## src/mcr_cfg.svh

```systemverilog
// Constants for the mode-control register block: bit positions,
// reset value and write-check masks.
// Assumes inclusion by the block's design file and its package only.
`ifndef MCR_CFG_SVH
`define MCR_CFG_SVH

// Field positions inside the 64-bit register
`define MCR_BIT_PROT_ON 0
`define MCR_BIT_WAIT_MON 1
`define MCR_BIT_EMUL 2
`define MCR_BIT_SWITCHED 3
`define MCR_BIT_TYPE 4
`define MCR_BIT_NUM_ERR 5
`define MCR_BIT_WR_GUARD 16
`define MCR_BIT_ALIGN_MASK 18
`define MCR_BIT_LEGACY_WT 29
`define MCR_BIT_FILL_OFF 30
`define MCR_BIT_XLATE 31

// Register width and the half kept by non-long-mode accesses
`define MCR_WIDTH 64
`define MCR_LOW_WIDTH 32

// Value after reset: only the fixed type flag is set
`define MCR_RESET_VAL 64'h0000_0000_0000_0010

// Bits that software can never clear
`define MCR_FORCED_ONES 64'h0000_0000_0000_0010

// Privilege level at which alignment faults apply
`define MCR_USER_PRIV 2'h3

`endif

```

## src/mcr_pkg.sv

```systemverilog
// Types shared by the mode-control register block and its bench.
// Assumes the constants header is available for widths.
`include "mcr_cfg.svh"

package mcr_pkg;

    // Instruction and memory events that the core presents for checking
    typedef struct packed {
        logic wait_op;
        logic fp_op;
        logic media_op;
        logic unaligned_ref;
    } mcr_exec_t;

    // Faults raised by the checks, one-cycle pulses
    typedef struct packed {
        logic device_unavailable_fault;
        logic invalid_opcode_fault;
        logic protection_fault;
        logic alignment_fault;
    } mcr_fault_t;

    // Cache-side requests
    typedef struct packed {
        logic read_hit;
        logic write_hit;
        logic miss;
    } mcr_cache_req_t;

    // Write-decision states for the register update path
    typedef enum logic [1:0] {
        MCR_WR_IDLE = 2'b00,
        MCR_WR_TAKE = 2'b01,
        MCR_WR_FAULT = 2'b10
    } mcr_wr_res_t;

endpackage : mcr_pkg
```

## src/mcr_mode_ctl.sv

```systemverilog
// Mode-control register with the execution, numeric-error, paging and
// cache checks that its bits steer.
// Assumes all inputs are synchronous to CORE_CLK and that the core
// presents each instruction or access event as a one-cycle pulse.
`timescale 1ns/1ps
`include "mcr_cfg.svh"

////////////////////////////////////////////////////////////////////////////////
module mcr_mode_ctl
    import mcr_pkg::*;
(
    input wire logic CORE_CLK,
    input wire logic RST_N,
    input wire logic CLK_EN,
    // Register access by the move instructions
    input wire logic LONG_MODE,
    input wire logic WR_STROBE,
    input wire logic [63:0] WR_DATA,
    input wire logic CLEAR_SWITCHED,
    input wire logic TASK_SWITCH,
    output logic [63:0] RD_DATA,
    // Checks on executing instructions
    input wire mcr_exec_t EXEC_EVT,
    input wire logic ALIGN_CHECK_FLAG,
    input wire logic [1:0] CURRENT_PRIVILEGE,
    output mcr_fault_t FAULTS,
    // Numeric error routing
    input wire logic FP_EXC_PENDING,
    input wire logic FP_ERROR_IGNORE_IN,
    output logic FP_ERROR_OUT,
    output logic FP_EXC_INTERNAL,
    // Paging and protection
    input wire logic SUP_WRITE_RO_PAGE,
    output logic SUP_WRITE_BLOCK,
    output logic PROT_MODE_ON,
    output logic PAGING_ON,
    // Cache control
    input wire mcr_cache_req_t CACHE_REQ,
    output logic CACHE_FILL_EN,
    output logic CACHE_READ_SERVE,
    output logic CACHE_WB_INVALIDATE,
    output logic PAGE_CACHE_CTL_IGNORE
);

    ////////////////////////////////////////////////////////////////////////////
    // Register state and write decision

    logic [63:0] mode_q;
    logic [63:0] mode_d;
    logic [63:0] wr_eff;
    mcr_wr_res_t wr_res;
    logic switched_d;

    // Field views of the stored register
    logic prot_on;
    logic wait_mon;
    logic emul;
    logic switched;
    logic num_err_int;
    logic wr_guard;
    logic align_mask;
    logic fill_off;
    logic xlate;

    assign prot_on = mode_q[`MCR_BIT_PROT_ON];
    assign wait_mon = mode_q[`MCR_BIT_WAIT_MON];
    assign emul = mode_q[`MCR_BIT_EMUL];
    assign switched = mode_q[`MCR_BIT_SWITCHED];
    assign num_err_int = mode_q[`MCR_BIT_NUM_ERR];
    assign wr_guard = mode_q[`MCR_BIT_WR_GUARD];
    assign align_mask = mode_q[`MCR_BIT_ALIGN_MASK];
    assign fill_off = mode_q[`MCR_BIT_FILL_OFF];
    assign xlate = mode_q[`MCR_BIT_XLATE];

    // Data as it would land: legacy writes zero the upper half
    always_comb begin
        if (LONG_MODE) begin
            wr_eff = WR_DATA;
        end else begin
            wr_eff = {32'h0000_0000, WR_DATA[31:0]};
        end
    end

    // Classify a write; both faults are judged on the landing value
    always_comb begin
        if (!WR_STROBE) begin
            wr_res = MCR_WR_IDLE;
        end else if (LONG_MODE && (WR_DATA[63:32] != 32'h0000_0000)) begin
            wr_res = MCR_WR_FAULT;
        end else if (wr_eff[`MCR_BIT_XLATE] && !wr_eff[`MCR_BIT_PROT_ON]) begin
            wr_res = MCR_WR_FAULT;
        end else begin
            wr_res = MCR_WR_TAKE;
        end
    end

    // Switched flag: task switch set beats any clear in the same cycle
    always_comb begin
        switched_d = switched;
        case (wr_res)
            MCR_WR_TAKE: switched_d = wr_eff[`MCR_BIT_SWITCHED];
            MCR_WR_IDLE: switched_d = switched;
            MCR_WR_FAULT: switched_d = switched;
            default: switched_d = switched;
        endcase
        if (CLEAR_SWITCHED) begin
            switched_d = 1'b0;
        end
        if (TASK_SWITCH) begin
            switched_d = 1'b1;
        end
    end

    // Next register value; reserved and legacy bits store as written
    always_comb begin
        mode_d = mode_q;
        case (wr_res)
            MCR_WR_TAKE: mode_d = wr_eff;
            MCR_WR_FAULT: mode_d = mode_q;
            MCR_WR_IDLE: mode_d = mode_q;
            default: mode_d = mode_q;
        endcase
        mode_d[`MCR_BIT_SWITCHED] = switched_d;
        mode_d = mode_d | `MCR_FORCED_ONES;
    end

    // Register update, frozen while the clock enable is low
    always_ff @(posedge CORE_CLK) begin
        if (!RST_N) begin
            mode_q <= `MCR_RESET_VAL;
        end else if (CLK_EN) begin
            mode_q <= mode_d;
        end
    end

    ////////////////////////////////////////////////////////////////////////////
    // Read-back path

    // Registered so the output comes from a flop; tracks the next value
    always_ff @(posedge CORE_CLK) begin
        if (!RST_N) begin
            RD_DATA <= `MCR_RESET_VAL;
        end else if (CLK_EN) begin
            if (LONG_MODE) begin
                RD_DATA <= mode_d;
            end else begin
                RD_DATA <= {32'h0000_0000, mode_d[31:0]};
            end
        end
    end

    ////////////////////////////////////////////////////////////////////////////
    // Instruction checks

    logic nm_d;
    logic ud_d;
    logic ac_d;

    // Emulation outranks the switched flag for media instructions
    always_comb begin
        nm_d = 1'b0;
        ud_d = 1'b0;
        if (EXEC_EVT.wait_op && wait_mon && switched) begin
            nm_d = 1'b1;
        end
        if (EXEC_EVT.fp_op && (emul || switched)) begin
            nm_d = 1'b1;
        end
        if (EXEC_EVT.media_op) begin
            if (emul) begin
                ud_d = 1'b1;
            end else if (switched) begin
                nm_d = 1'b1;
            end
        end
    end

    // Alignment check only at the least privileged level
    assign ac_d = EXEC_EVT.unaligned_ref && align_mask && ALIGN_CHECK_FLAG
                  && (CURRENT_PRIVILEGE == `MCR_USER_PRIV);

    // Fault pulses, one cycle after the triggering event
    always_ff @(posedge CORE_CLK) begin
        if (!RST_N) begin
            FAULTS <= '0;
        end else if (CLK_EN) begin
            FAULTS.device_unavailable_fault <= nm_d;
            FAULTS.invalid_opcode_fault <= ud_d;
            FAULTS.protection_fault <= (wr_res == MCR_WR_FAULT);
            FAULTS.alignment_fault <= ac_d;
        end
    end

    ////////////////////////////////////////////////////////////////////////////
    // Numeric error routing

    // External path only while internal handling is off
    always_ff @(posedge CORE_CLK) begin
        if (!RST_N) begin
            FP_ERROR_OUT <= 1'b0;
            FP_EXC_INTERNAL <= 1'b0;
        end else if (CLK_EN) begin
            FP_ERROR_OUT <= FP_EXC_PENDING && !num_err_int
                            && !FP_ERROR_IGNORE_IN;
            FP_EXC_INTERNAL <= FP_EXC_PENDING && num_err_int;
        end
    end

    ////////////////////////////////////////////////////////////////////////////
    // Protection and paging state

    // Mode levels follow the register with one flop of delay
    always_ff @(posedge CORE_CLK) begin
        if (!RST_N) begin
            PROT_MODE_ON <= 1'b0;
            PAGING_ON <= 1'b0;
            SUP_WRITE_BLOCK <= 1'b0;
        end else if (CLK_EN) begin
            PROT_MODE_ON <= prot_on;
            PAGING_ON <= xlate;
            SUP_WRITE_BLOCK <= SUP_WRITE_RO_PAGE && wr_guard;
        end
    end

    ////////////////////////////////////////////////////////////////////////////
    // Cache control

    // Fill permission and hit handling; misses with fills off change nothing
    always_ff @(posedge CORE_CLK) begin
        if (!RST_N) begin
            CACHE_FILL_EN <= 1'b0;
            CACHE_READ_SERVE <= 1'b0;
            CACHE_WB_INVALIDATE <= 1'b0;
            PAGE_CACHE_CTL_IGNORE <= 1'b0;
        end else if (CLK_EN) begin
            CACHE_FILL_EN <= !fill_off;
            CACHE_READ_SERVE <= CACHE_REQ.read_hit;
            CACHE_WB_INVALIDATE <= CACHE_REQ.write_hit && fill_off;
            PAGE_CACHE_CTL_IGNORE <= fill_off && xlate;
        end
    end

endmodule : mcr_mode_ctl

```

## config.mk

```make
export PLATFORM = sky130hd
export DESIGN_NAME = mcr_mode_ctl
export DESIGN_NICKNAME = d
export VERILOG_FILES = /design/src/mcr_pkg.sv /design/src/mcr_mode_ctl.sv
export VERILOG_INCLUDE_DIRS = /design/src /design/src/src
export SDC_FILE = /design/constraint.sdc
export NUM_CORES = 1
export LEC_CHECK = 0
export BUFFER_PORTS_ARGS = -buffer_cell sky130_fd_sc_hd__buf_4
export CAP_MARGIN = 30
export CELL_PAD_IN_SITES_DETAIL_PLACEMENT = 0
export CELL_PAD_IN_SITES_GLOBAL_PLACEMENT = 1
export CORE_MARGIN = 2
export CORE_UTILIZATION = 30
export CTS_CLUSTER_DIAMETER = 100
export DETAILED_ROUTE_END_ITERATION = 6
export GPL_ROUTABILITY_DRIVEN = 0
export GPL_TIMING_DRIVEN = 0
export PLACE_DENSITY = 0.76
export SETUP_SLACK_MARGIN = 0.2
export SYNTH_ARGS = -nofsm -noshare
export SYNTH_HDL_FRONTEND = slang
export SYNTH_SLANG_ARGS = --single-unit
export TNS_END_PERCENT = 10
```

## constraint.sdc

```tcl
create_clock -name CORE_CLK -period 1.6 [get_ports CORE_CLK]
set_clock_uncertainty 0.15 [all_clocks]
set_input_delay 0.08 -clock CORE_CLK [delete_from_list [all_inputs] [get_ports CORE_CLK]]
set_output_delay 0.08 -clock CORE_CLK [all_outputs]
set_load 0.05 [all_outputs]
```

==> flow_summary.toml, run 1 <==
[run_status]
status = "completed"

[synthesis]
synth_seq_cells = 108
synth_ff_type = "dfxtp_1"
synth_warnings = 0
async_flop_share_pct = 0
post-synth-top-area-fraction_pct = 50.7
yosysSeqAreaShare_pct = 50.7
syn_nets = 537
yosysTopAreaCell = "dfxtp_1"
synthTopCellsByArea = "dfxtp_1 (51%), nor2b_1 (10%), mux2i_1 (7.8%), nand2_1 (5.7%), buf_4 (5.6%)"
yosysUniqueCellTypes = 31
netlist_instances = 453
synth_area_mm2 = 0.00426
synth_edf_count = 0
avgSynthCellArea_um2 = 9.41

[critical_path]
cp.required_ns = 1.70
slowest_stage = "o311a_4"
path_class = "in -> reg"
crit_chain = "buf_4 > nor4_4 > nand4_1 > o311a_4 > clkbuf_16 > a21oi_1 > nor2b_1"
arrival_ns = 1.60
worstPathMaxFanout = 7
cpPeakStageDelay_ns = 0.51
start_kind = "input port"
crit_buf_inv = 2
cp-end-kind = "register"
critical-path-top-delay-family = "compound AO/OA/AOI/OAI gates"

[clock_network]
clkTransAtPathRegs_ns = 0.07
clock_latency_ns = 0.35
clock_path_buffers = 2
cts_root_buffer = "clkbuf_16"
htreeDepth = 3
cts_tree = "done"
cts_buffers = 9
clock_sinks = 108

[grt]
grt_util_met3_pct = 4.57
grt_pass1_vias = 3773
use_met1_pct = 19.4
track_usage_pct = 16.3
antenna_found_initial = 0
top_usage_layer = "met2"
grt_first_pass_wirelength_um = 19000
overflow = 0
groute.layer.met2.usage_pct = 27.7
grt_max_degree = 18

[floorplan]
dieHeight_um = 123
core_area_mm2 = 0.0139
row_count = 43
die_area_mm2 = 0.0152
start_util_pct = 30.7
ioPinCount = 161
die_w_um = 123

[drt]
wirelength_um = 12800
ant_nets = 0
num_vias = 3853
via_per_inst = 4.51
drc = 0
first_pass_iters = 6
drt_iter0_markers = 170
routedWlPerCell_um = 14.9

[place]
io_buffers = 157
hpwl_um = 8690
dp.cells = 790

[pwr]
leakage_nw = 3.18
total_power_mw = 5.90
peakVddDrop_mv = 0.584
powerDensity_mw_per_mm2 = 865

[finish]
syn_to_final_growth_pct = 60.2
antenna-diode-count = 0
drive_gt1_share_pct = 36.4
instances_no_fill = 855
nets = 755
finish.utilization_pct = 49.2

[sta]
timing.fmax_ghz = 0.664
timing.hold.ws_ns = 0.0153
relSlewSlack_pct = 58.7
finalHoldViolations = 0
drv_slew = 0
min_period_ns = 1.51
finalCritPeriodShare_pct = 94.1
setup_tns_ns = 0
worstMarginPinSlew_ns = 0.620
rsz0062_at_grt = "yes"
finalSetupViolCount = 0

[run]
maxCapViolCount = 0

[min_path]
hp-class = "in -> reg"
## area by class of cell
| type | instances | area, um^2 |
|---|---|---|
| plain buffers | 62 | 447 |
| clock inverters | 6 | 88.8 |
| flip-flops and latches | 108 | 2160 |
| clock buffers | 9 | 225 |
| inverters | 2 | 7.51 |
| well taps | 180 | 225 |
| fillers | 1267 | 7060 |
| multi-input cells | 282 | 1930 |
| repair buffers | 206 | 1740 |
## power breakdown
part	total (mW)	internal [mW]	switching, mW	leakage [nW]
logic	0.795	0.399	0.395	2.16
registers	2.74	2.72	0.0239	0.873
clock network	2.36	1.37	0.996	0.148
## registers in the layout, indices dropped and copies added, names as in the netlist
| signal | flops |
|---|---|
| FP_EXC_INTERNAL | 1 |
| SUP_WRITE_BLOCK | 1 |
| FP_ERROR_OUT | 1 |
| PROT_MODE_ON | 1 |
| CACHE_READ_SERVE | 1 |
| PAGE_CACHE_CTL_IGNORE | 1 |
| mode_q | 63 |
| CACHE_FILL_EN | 1 |
| PAGING_ON | 1 |
| RD_DATA | 32 |
| CACHE_WB_INVALIDATE | 1 |
| FAULTS | 4 |
## cells in the mapped netlist, types with 2 or more instances
library cell,n
buf_2,4
nor2b_1,68
dfxtp_1,108
o21ai_0,4
buf_6,3
nand4_1,3
inv_1,2
a21oi_1,32
nor4_1,8
mux2i_1,33
nand2b_1,7
o21a_1,2
buf_4,32
nand2_1,65
a21boi_0,6
clkbuf_1,23
and3_1,33
nand3_1,7
## worst reg2reg max path, stage by stage (launching register included)
cell	delay, ns
dfxtp_1	0.40
o21ai_0	0.15
a2111o_1	0.40
o211ai_1	0.10
## final timing paths
path / cells past startpoint / startpoint / slack [ns] / to
max: 7 / WR_DATA[60] / 0.09 / RD_DATA[52]
min: 4 / WR_DATA[3] / 0.02 / mode_q[3]
min reg2reg: 2 / mode_q[6] / 0.31 / mode_q[6]
max reg2reg: 3 / mode_q[3] / 0.32 / mode_q[3]
## timing repair
action,4_1_cts,5_1_grt
buffers inserted,2,0
gates resized for setup,15,39
pin swaps,7,14
cloned,2,3
endpoints found under the hold margin,40,0
endpoints found under the setup margin,99,97
hold buffers,43,0
## cells in the final DEF (no fill, tap or decap), types with 6 or more instances in the layout
cell type	count
and3_1	29
nand3_1	7
nor4_4	8
buf_4	180
nand2b_1	7
a21oi_1	23
dlygate4sd3_1	43
dfxtp_1	108
a21boi_0	6
nand2_1	65
clkbuf_16	11
mux2i_1	33
a21oi_2	7
nor2b_1	68
buf_6	15
clkbuf_1	19
## through the flow
| step | worst slack (ns) | area (um^2) |
|---|---|---|
| final | 0.0945 | 6830 |
| after global routing | 0.00689 | 6830 |
| after CTS | 0.0991 | 6600 |
| after detailed placement | -0.378 | 5750 |
| after global placement | -0.350 | 5750 |
| after floorplan | 0.137 | 4340 |
## per-layer routing
metal	vias to the layer above	share of wire, %
li1	1921	-
met1	1786	43
met2	134	48
met3	12	7.8
met4	0	1.5
met5	-	0
## cells by family (layout without fill, tap and decap cells)
group                  Yosys count  in the layout  synth area share [%]
flip-flops                     108            108                  50.7
buffers and inverters           64            285                  9.10
AO/OA/AOI/OAI                   51             51                  7.13
other                            1              1                0.0880
AND/OR/NAND/NOR                196            197                  25.2
multiplexers                    33             33                  7.75
No activity file was read; power rests on OpenSTA's default activity.
==> inputs of run 2 (changes only) <==
--- a/config.mk
+++ b/config.mk
@@ -12,10 +12,10 @@
 export CELL_PAD_IN_SITES_GLOBAL_PLACEMENT = 1
 export CORE_MARGIN = 2
-export CORE_UTILIZATION = 30
+export CORE_UTILIZATION = 32
 export CTS_CLUSTER_DIAMETER = 100
 export DETAILED_ROUTE_END_ITERATION = 6
 export GPL_ROUTABILITY_DRIVEN = 0
 export GPL_TIMING_DRIVEN = 0
-export PLACE_DENSITY = 0.76
+export PLACE_DENSITY = 0.8
 export SETUP_SLACK_MARGIN = 0.2
 export SYNTH_ARGS = -nofsm -noshare
--- a/constraint.sdc
+++ b/constraint.sdc
@@ -3,3 +3,3 @@
 set_input_delay 0.08 -clock CORE_CLK [delete_from_list [all_inputs] [get_ports CORE_CLK]]
 set_output_delay 0.08 -clock CORE_CLK [all_outputs]
-set_load 0.05 [all_outputs]
+set_load 0.1 [all_outputs]
==> run 2 against run 1 <==
  * Fmax is 4.8% higher
  * Sequential power hardly changed
  * Combinational power is 15% higher
  * Critical path type unchanged
  * Setup slack better by 0.069 ns
  * Cell count is 0.12% lower
  * Die area is 6.1% lower
  * Via count is 0.67% lower
==> flow_summary.toml, run 2 (synthesis results as in run 1) <==
[run_status]
status = "completed"

[sta]
finalCritPeriodShare_pct = 89.8
finalSetupViolCount = 0
timing.fmax_ghz = 0.696
finalHoldViolations = 0
rsz0062_at_grt = "yes"
min_period_ns = 1.44
worstMarginPinSlew_ns = 0.515
relSlewSlack_pct = 65.7
setup_tns_ns = 0
drv_slew = 0

[min_path]
min_path_cells = 4
hold_end = "mode_q[3]"
hp-start = "WR_DATA[3]"
hp-class = "in -> reg"

[pwr]
seqPwrFrac_pct = 45.9
combinationalPowerShare_pct = 15.3
switchingPower_mw = 1.53
powerDensity_mw_per_mm2 = 883
p_clk_share_pct = 38.8
peakVddDrop_mv = 0.444
intPower_mw = 4.46
leakage_nw = 3.19
power.switching_fraction_pct = 25.5

[grt]
grt_first_pass_wirelength_um = 19500
track_usage_pct = 17.4
grt_pass1_vias = 3906
overflow = 0
grt_max_degree = 17
antenna_found_initial = 0

[critical_path]
reg2reg_slack_ns = 0.31
r2r-end = "mode_q[3]"
cp.required_ns = 1.69
start_kind = "input port"
rr_worst_depth = 3
worstPathMaxFanout = 10
arrival_ns = 1.53
path_class = "in -> reg"
cp-end-kind = "register"
r2r_start = "mode_q[3]"

[clock_network]
cts_tree = "done"
clock_path_buffers = 2
cts_root_buffer = "clkbuf_16"
cts_buffers = 9
clkTransAtPathRegs_ns = 0.07
clock_sinks = 108
htreeDepth = 3
clock_latency_ns = 0.35

[drt]
first_pass_iters = 4
drc = 0
drt_iter0_markers = 164
wirelength_um = 12400
routedWlPerCell_um = 14.5
via_per_inst = 4.48
ant_nets = 0
num_vias = 3827

[place]
io_buffers = 157
hpwl_um = 8470

[finish]
largest_reg_flops = 63
top_register = "mode_q"
syn_to_final_growth_pct = 59.0
final_cell_mix = "buf_4 (185), dfxtp_1 (107), nor2b_1 (68)"
nets = 757
multiInputGateArea_mm2 = 0.00189
reg_top3 = "mode_q: 63 flops, RD_DATA: 32 flops, FAULTS: 4 flops"
area.sequential_mm2 = 0.00216
drive_gt1_share_pct = 35.5
finish.utilization_pct = 51.6
antenna-diode-count = 0
fillCellCount = 1231
final_common_cell = "buf_4"

[floorplan]
core_area_mm2 = 0.0131
dieHeight_um = 119
row_count = 42
die_w_um = 119
start_util_pct = 32.4
die_area_mm2 = 0.0143
ioPinCount = 161

[run]
maxCapViolCount = 0
## run 2: worst max-delay path by stage
stage	from	to	cells after the start
finish	WR_DATA[44]	RD_DATA[55]	8
global route	WR_DATA[44]	RD_DATA[46]	8
CTS	WR_DATA[32]	RD_DATA[55]	8
detailed placement	WR_DATA[43]	mode_q[61]	7
global placement	WR_DATA[43]	mode_q[56]	7
floorplan	RD_DATA[50]	RD_DATA[50]	3
## run 2: power by group through the flow
stage	Clock, mW	Sequential (mW)	Combinational (mW)
2_1_floorplan	0	2.86	0.419
4_1_cts	2.37	2.74	0.884
3_3_place_gp	0	2.80	0.765
5_1_grt	2.49	2.75	0.968
6_report	2.32	2.74	0.914
3_5_place_dp	0	2.81	0.774
## run 2: per-stage QoR
stage | hold slack (ns) | cells | power [mW] | instance area, um^2 | setup WS (ns)
after floorplan | 0.0688 | 453 | 3.28 | 4340 | 0.123
after CTS | 0.00198 | 851 | 6.00 | 6610 | 0.145
after detailed placement | 0.195 | 786 | 3.58 | 5740 | -0.378
after global placement | 0.186 | 786 | 3.57 | 5740 | -0.363
final | 0.0127 | 854 | 5.98 | 6770 | 0.164
after global routing | 0.0298 | 854 | 6.20 | 6770 | 0.0795
## run 2: layout make-up
| class | instances | share of cell area (%) |
|---|---|---|
| Sequential cell | 108 | 31.9 |
| Multi-Input combinational cell | 282 | 27.9 |
| Timing Repair Buffer | 208 | 25.8 |
| Buffer | 62 | 6.37 |
| Clock buffer | 13 | 3.99 |
| Tap cell | 176 | 3.25 |
| Clock inverter | 3 | 0.646 |
| Inverter | 2 | 0.111 |
## run 2: worst max-delay path: stages
cell	delay, ns
buf_4	0.12
nor4_4	0.25
nand4_1	0.13
buf_6	0.15
o311a_4	0.37
buf_4	0.18
a21oi_1	0.16
nor2b_1	0.07
## run 2: metal layers
| layer | GRT usage (%) | up-vias | wire length (um) |
|---|---|---|---|
| met5 | 0 | - | 0 |
| met4 | 6.84 | 0 | 214 |
| met3 | 5.60 | 13 | 941 |
| met2 | 30.4 | 127 | 5960 |
| met1 | 19.8 | 1771 | 5270 |
| li1 | - | 1916 | - |
## run 2: what timing repair did
action                                 CTS  global route
setup endpoints to repair               98            99
hold buffers                            44             0
setup buffers                            2             2
pin swaps                                5             3
gates cloned                             3             1
endpoints found under the hold margin   40             0
gates resized for setup                 13            23
==> inputs of run 3 (changes only) <==
Settings changed: CAP_MARGIN 30 to 10, PLACE_DENSITY 0.8 to 0.71.
==> run 3 against run 2 <==
  * Critical endpoint is now RD_DATA[46]
  * Flip-flop and latch count stayed put
  * Via count decreased by 1.4%
  * Hold slack worse by 0.012 ns
  * Register-to-register slack got worse by 0.02 ns
  * Clock power down 2%
==> flow_summary.toml, run 3 (synthesis results as in run 1) <==
[pwr]
leakage_nw = 3.17
switchingPower_mw = 1.54
peakVddDrop_mv = 0.383
power.switching_fraction_pct = 25.9
p_clk_share_pct = 38.5
powerDensity_mw_per_mm2 = 883
combinationalPowerShare_pct = 15.1
seqPwrFrac_pct = 46.3
intPower_mw = 4.39

[finish]
fillCellCount = 1242
final_cell_mix = "buf_4 (192), dfxtp_1 (107), nor2b_1 (68)"
reg_top3 = "mode_q: 63 flops, RD_DATA: 32 flops, FAULTS: 4 flops"
largest_reg_flops = 63
final_cell_area_mm2 = 0.00671
syn_to_final_growth_pct = 57.4
top_register = "mode_q"
nets = 755
final_common_cell = "buf_4"
drive_gt1_share_pct = 36.4
antenna-diode-count = 0

[clock_network]
clock_path_buffers = 2
htreeDepth = 3
cts_root_buffer = "clkbuf_16"
clkTransAtPathRegs_ns = 0.07
clock_latency_ns = 0.35
cts_tree = "done"
cts_buffers = 9
clock_sinks = 108

[grt]
grt_pass1_vias = 3815
overflow = 0
grt_max_degree = 17
grt_first_pass_wirelength_um = 19300
track_usage_pct = 17.3
antenna_found_initial = 0

[critical_path]
r2r_start = "mode_q[3]"
cp.required_ns = 1.69
cp-end-kind = "register"
worstPathMaxFanout = 10
start_kind = "input port"
arrival_ns = 1.50
rr_worst_depth = 3
path_class = "in -> reg"
r2r-end = "mode_q[3]"
reg2reg_slack_ns = 0.29

[min_path]
min_path_cells = 4
hp-class = "in -> reg"
hp-start = "WR_DATA[31]"
hold_end = "FAULTS[1]"

[run_status]
status = "completed"

[sta]
finalCritPeriodShare_pct = 88.2
min_period_ns = 1.41
setup_tns_ns = 0
worstMarginPinSlew_ns = 0.620
finalSetupViolCount = 0
timing.fmax_ghz = 0.709
drv_slew = 0
finalHoldViolations = 0
rsz0062_at_grt = "yes"
relSlewSlack_pct = 58.6

[floorplan]
dieHeight_um = 119
ioPinCount = 161
row_count = 42
start_util_pct = 32.4
core_area_mm2 = 0.0131
die_area_mm2 = 0.0143
die_w_um = 119

[place]
io_buffers = 157
hpwl_um = 8630
postPlaceCellArea_mm2 = 0.00574

[drt]
ant_nets = 0
wirelength_um = 12100
first_pass_iters = 4
num_vias = 3772
via_per_inst = 4.43
drc = 0
routedWlPerCell_um = 14.2
drt_iter0_markers = 106

[run]
maxCapViolCount = 0
-- run 3: cell count changes in the layout (fill, tap and decap cells not counted), sizes merged --
cell,previous run,this run
buf,200,201
clkinv,2,3
clkbuf,39,34
-- run 3: metal layers --
layer,vias to the layer above,global-route usage (%),part of all wire [%]
li1,1913,-,-
met4,0,6.84,1.9
met2,118,29.1,47
met5,-,0,0
met3,15,5.27,7.1
met1,1726,20.8,44
-- run 3: power groups by stage --
stage,Clock [mW],Combinational [mW],Sequential (mW)
2_1_floorplan,0,0.419,2.86
3_3_place_gp,0,0.768,2.80
3_5_place_dp,0,0.777,2.81
4_1_cts,2.34,0.866,2.74
5_1_grt,2.43,0.952,2.75
6_report,2.28,0.897,2.74
-- run 3: repair_timing --
item,in CTS,in global routing
cloned,0,2
buffers inserted,3,1
hold buffers,43,1
endpoints found under the setup margin,102,101
endpoints found under the hold margin,40,1
pin swaps,3,2
gates resized for setup,3,35
-- run 3: stage by stage --
step	utilization, %	setup slack [ns]	instances	hold WS (ns)	power, mW
after global routing	51.1	0.0803	851	0.0247	6.13
after floorplan	-	0.123	453	0.0688	3.28
final	51.1	0.189	851	0.000553	5.92
after global placement	43.7	-0.349	786	0.183	3.57
after CTS	49.6	0.124	847	-0.145	5.95
after detailed placement	43.7	-0.415	786	0.192	3.58
-- run 3: final cells by class --
type	instances	area (um^2)	share of cell area, %
Sequential cell	108	2160	32.2
Multi-Input combinational cell	282	1890	28.2
Timing Repair Buffer	206	1680	25.0
Buffer	62	448	6.68
Clock buffer	11	253	3.77
Tap cell	176	220	3.28
Clock inverter	4	48.8	0.727
Inverter	2	7.51	0.112
-- run 3: worst max-delay path by stage --
| stage | from | cells after the start | end | slack, ns |
|---|---|---|---|---|
| after floorplan | RD_DATA[50] | 3 | RD_DATA[50] | 0.12 |
| after global placement | WR_DATA[59] | 7 | mode_q[60] | -0.35 |
| after detailed placement | WR_DATA[59] | 7 | mode_q[7] | -0.41 |
| after CTS | WR_DATA[59] | 8 | RD_DATA[58] | 0.12 |
| after global routing | WR_DATA[48] | 8 | mode_q[60] | 0.08 |
| final | WR_DATA[51] | 8 | RD_DATA[46] | 0.19 |
-- run 3: worst max-delay path, cell delays in order --
cell and delay [ns]:
buf_4 0.12, nor4_4 0.26, nand4_1 0.14, buf_6 0.15, o311a_4 0.38, buf_6 0.16
a21oi_1 0.15, nor2b_1 0.06
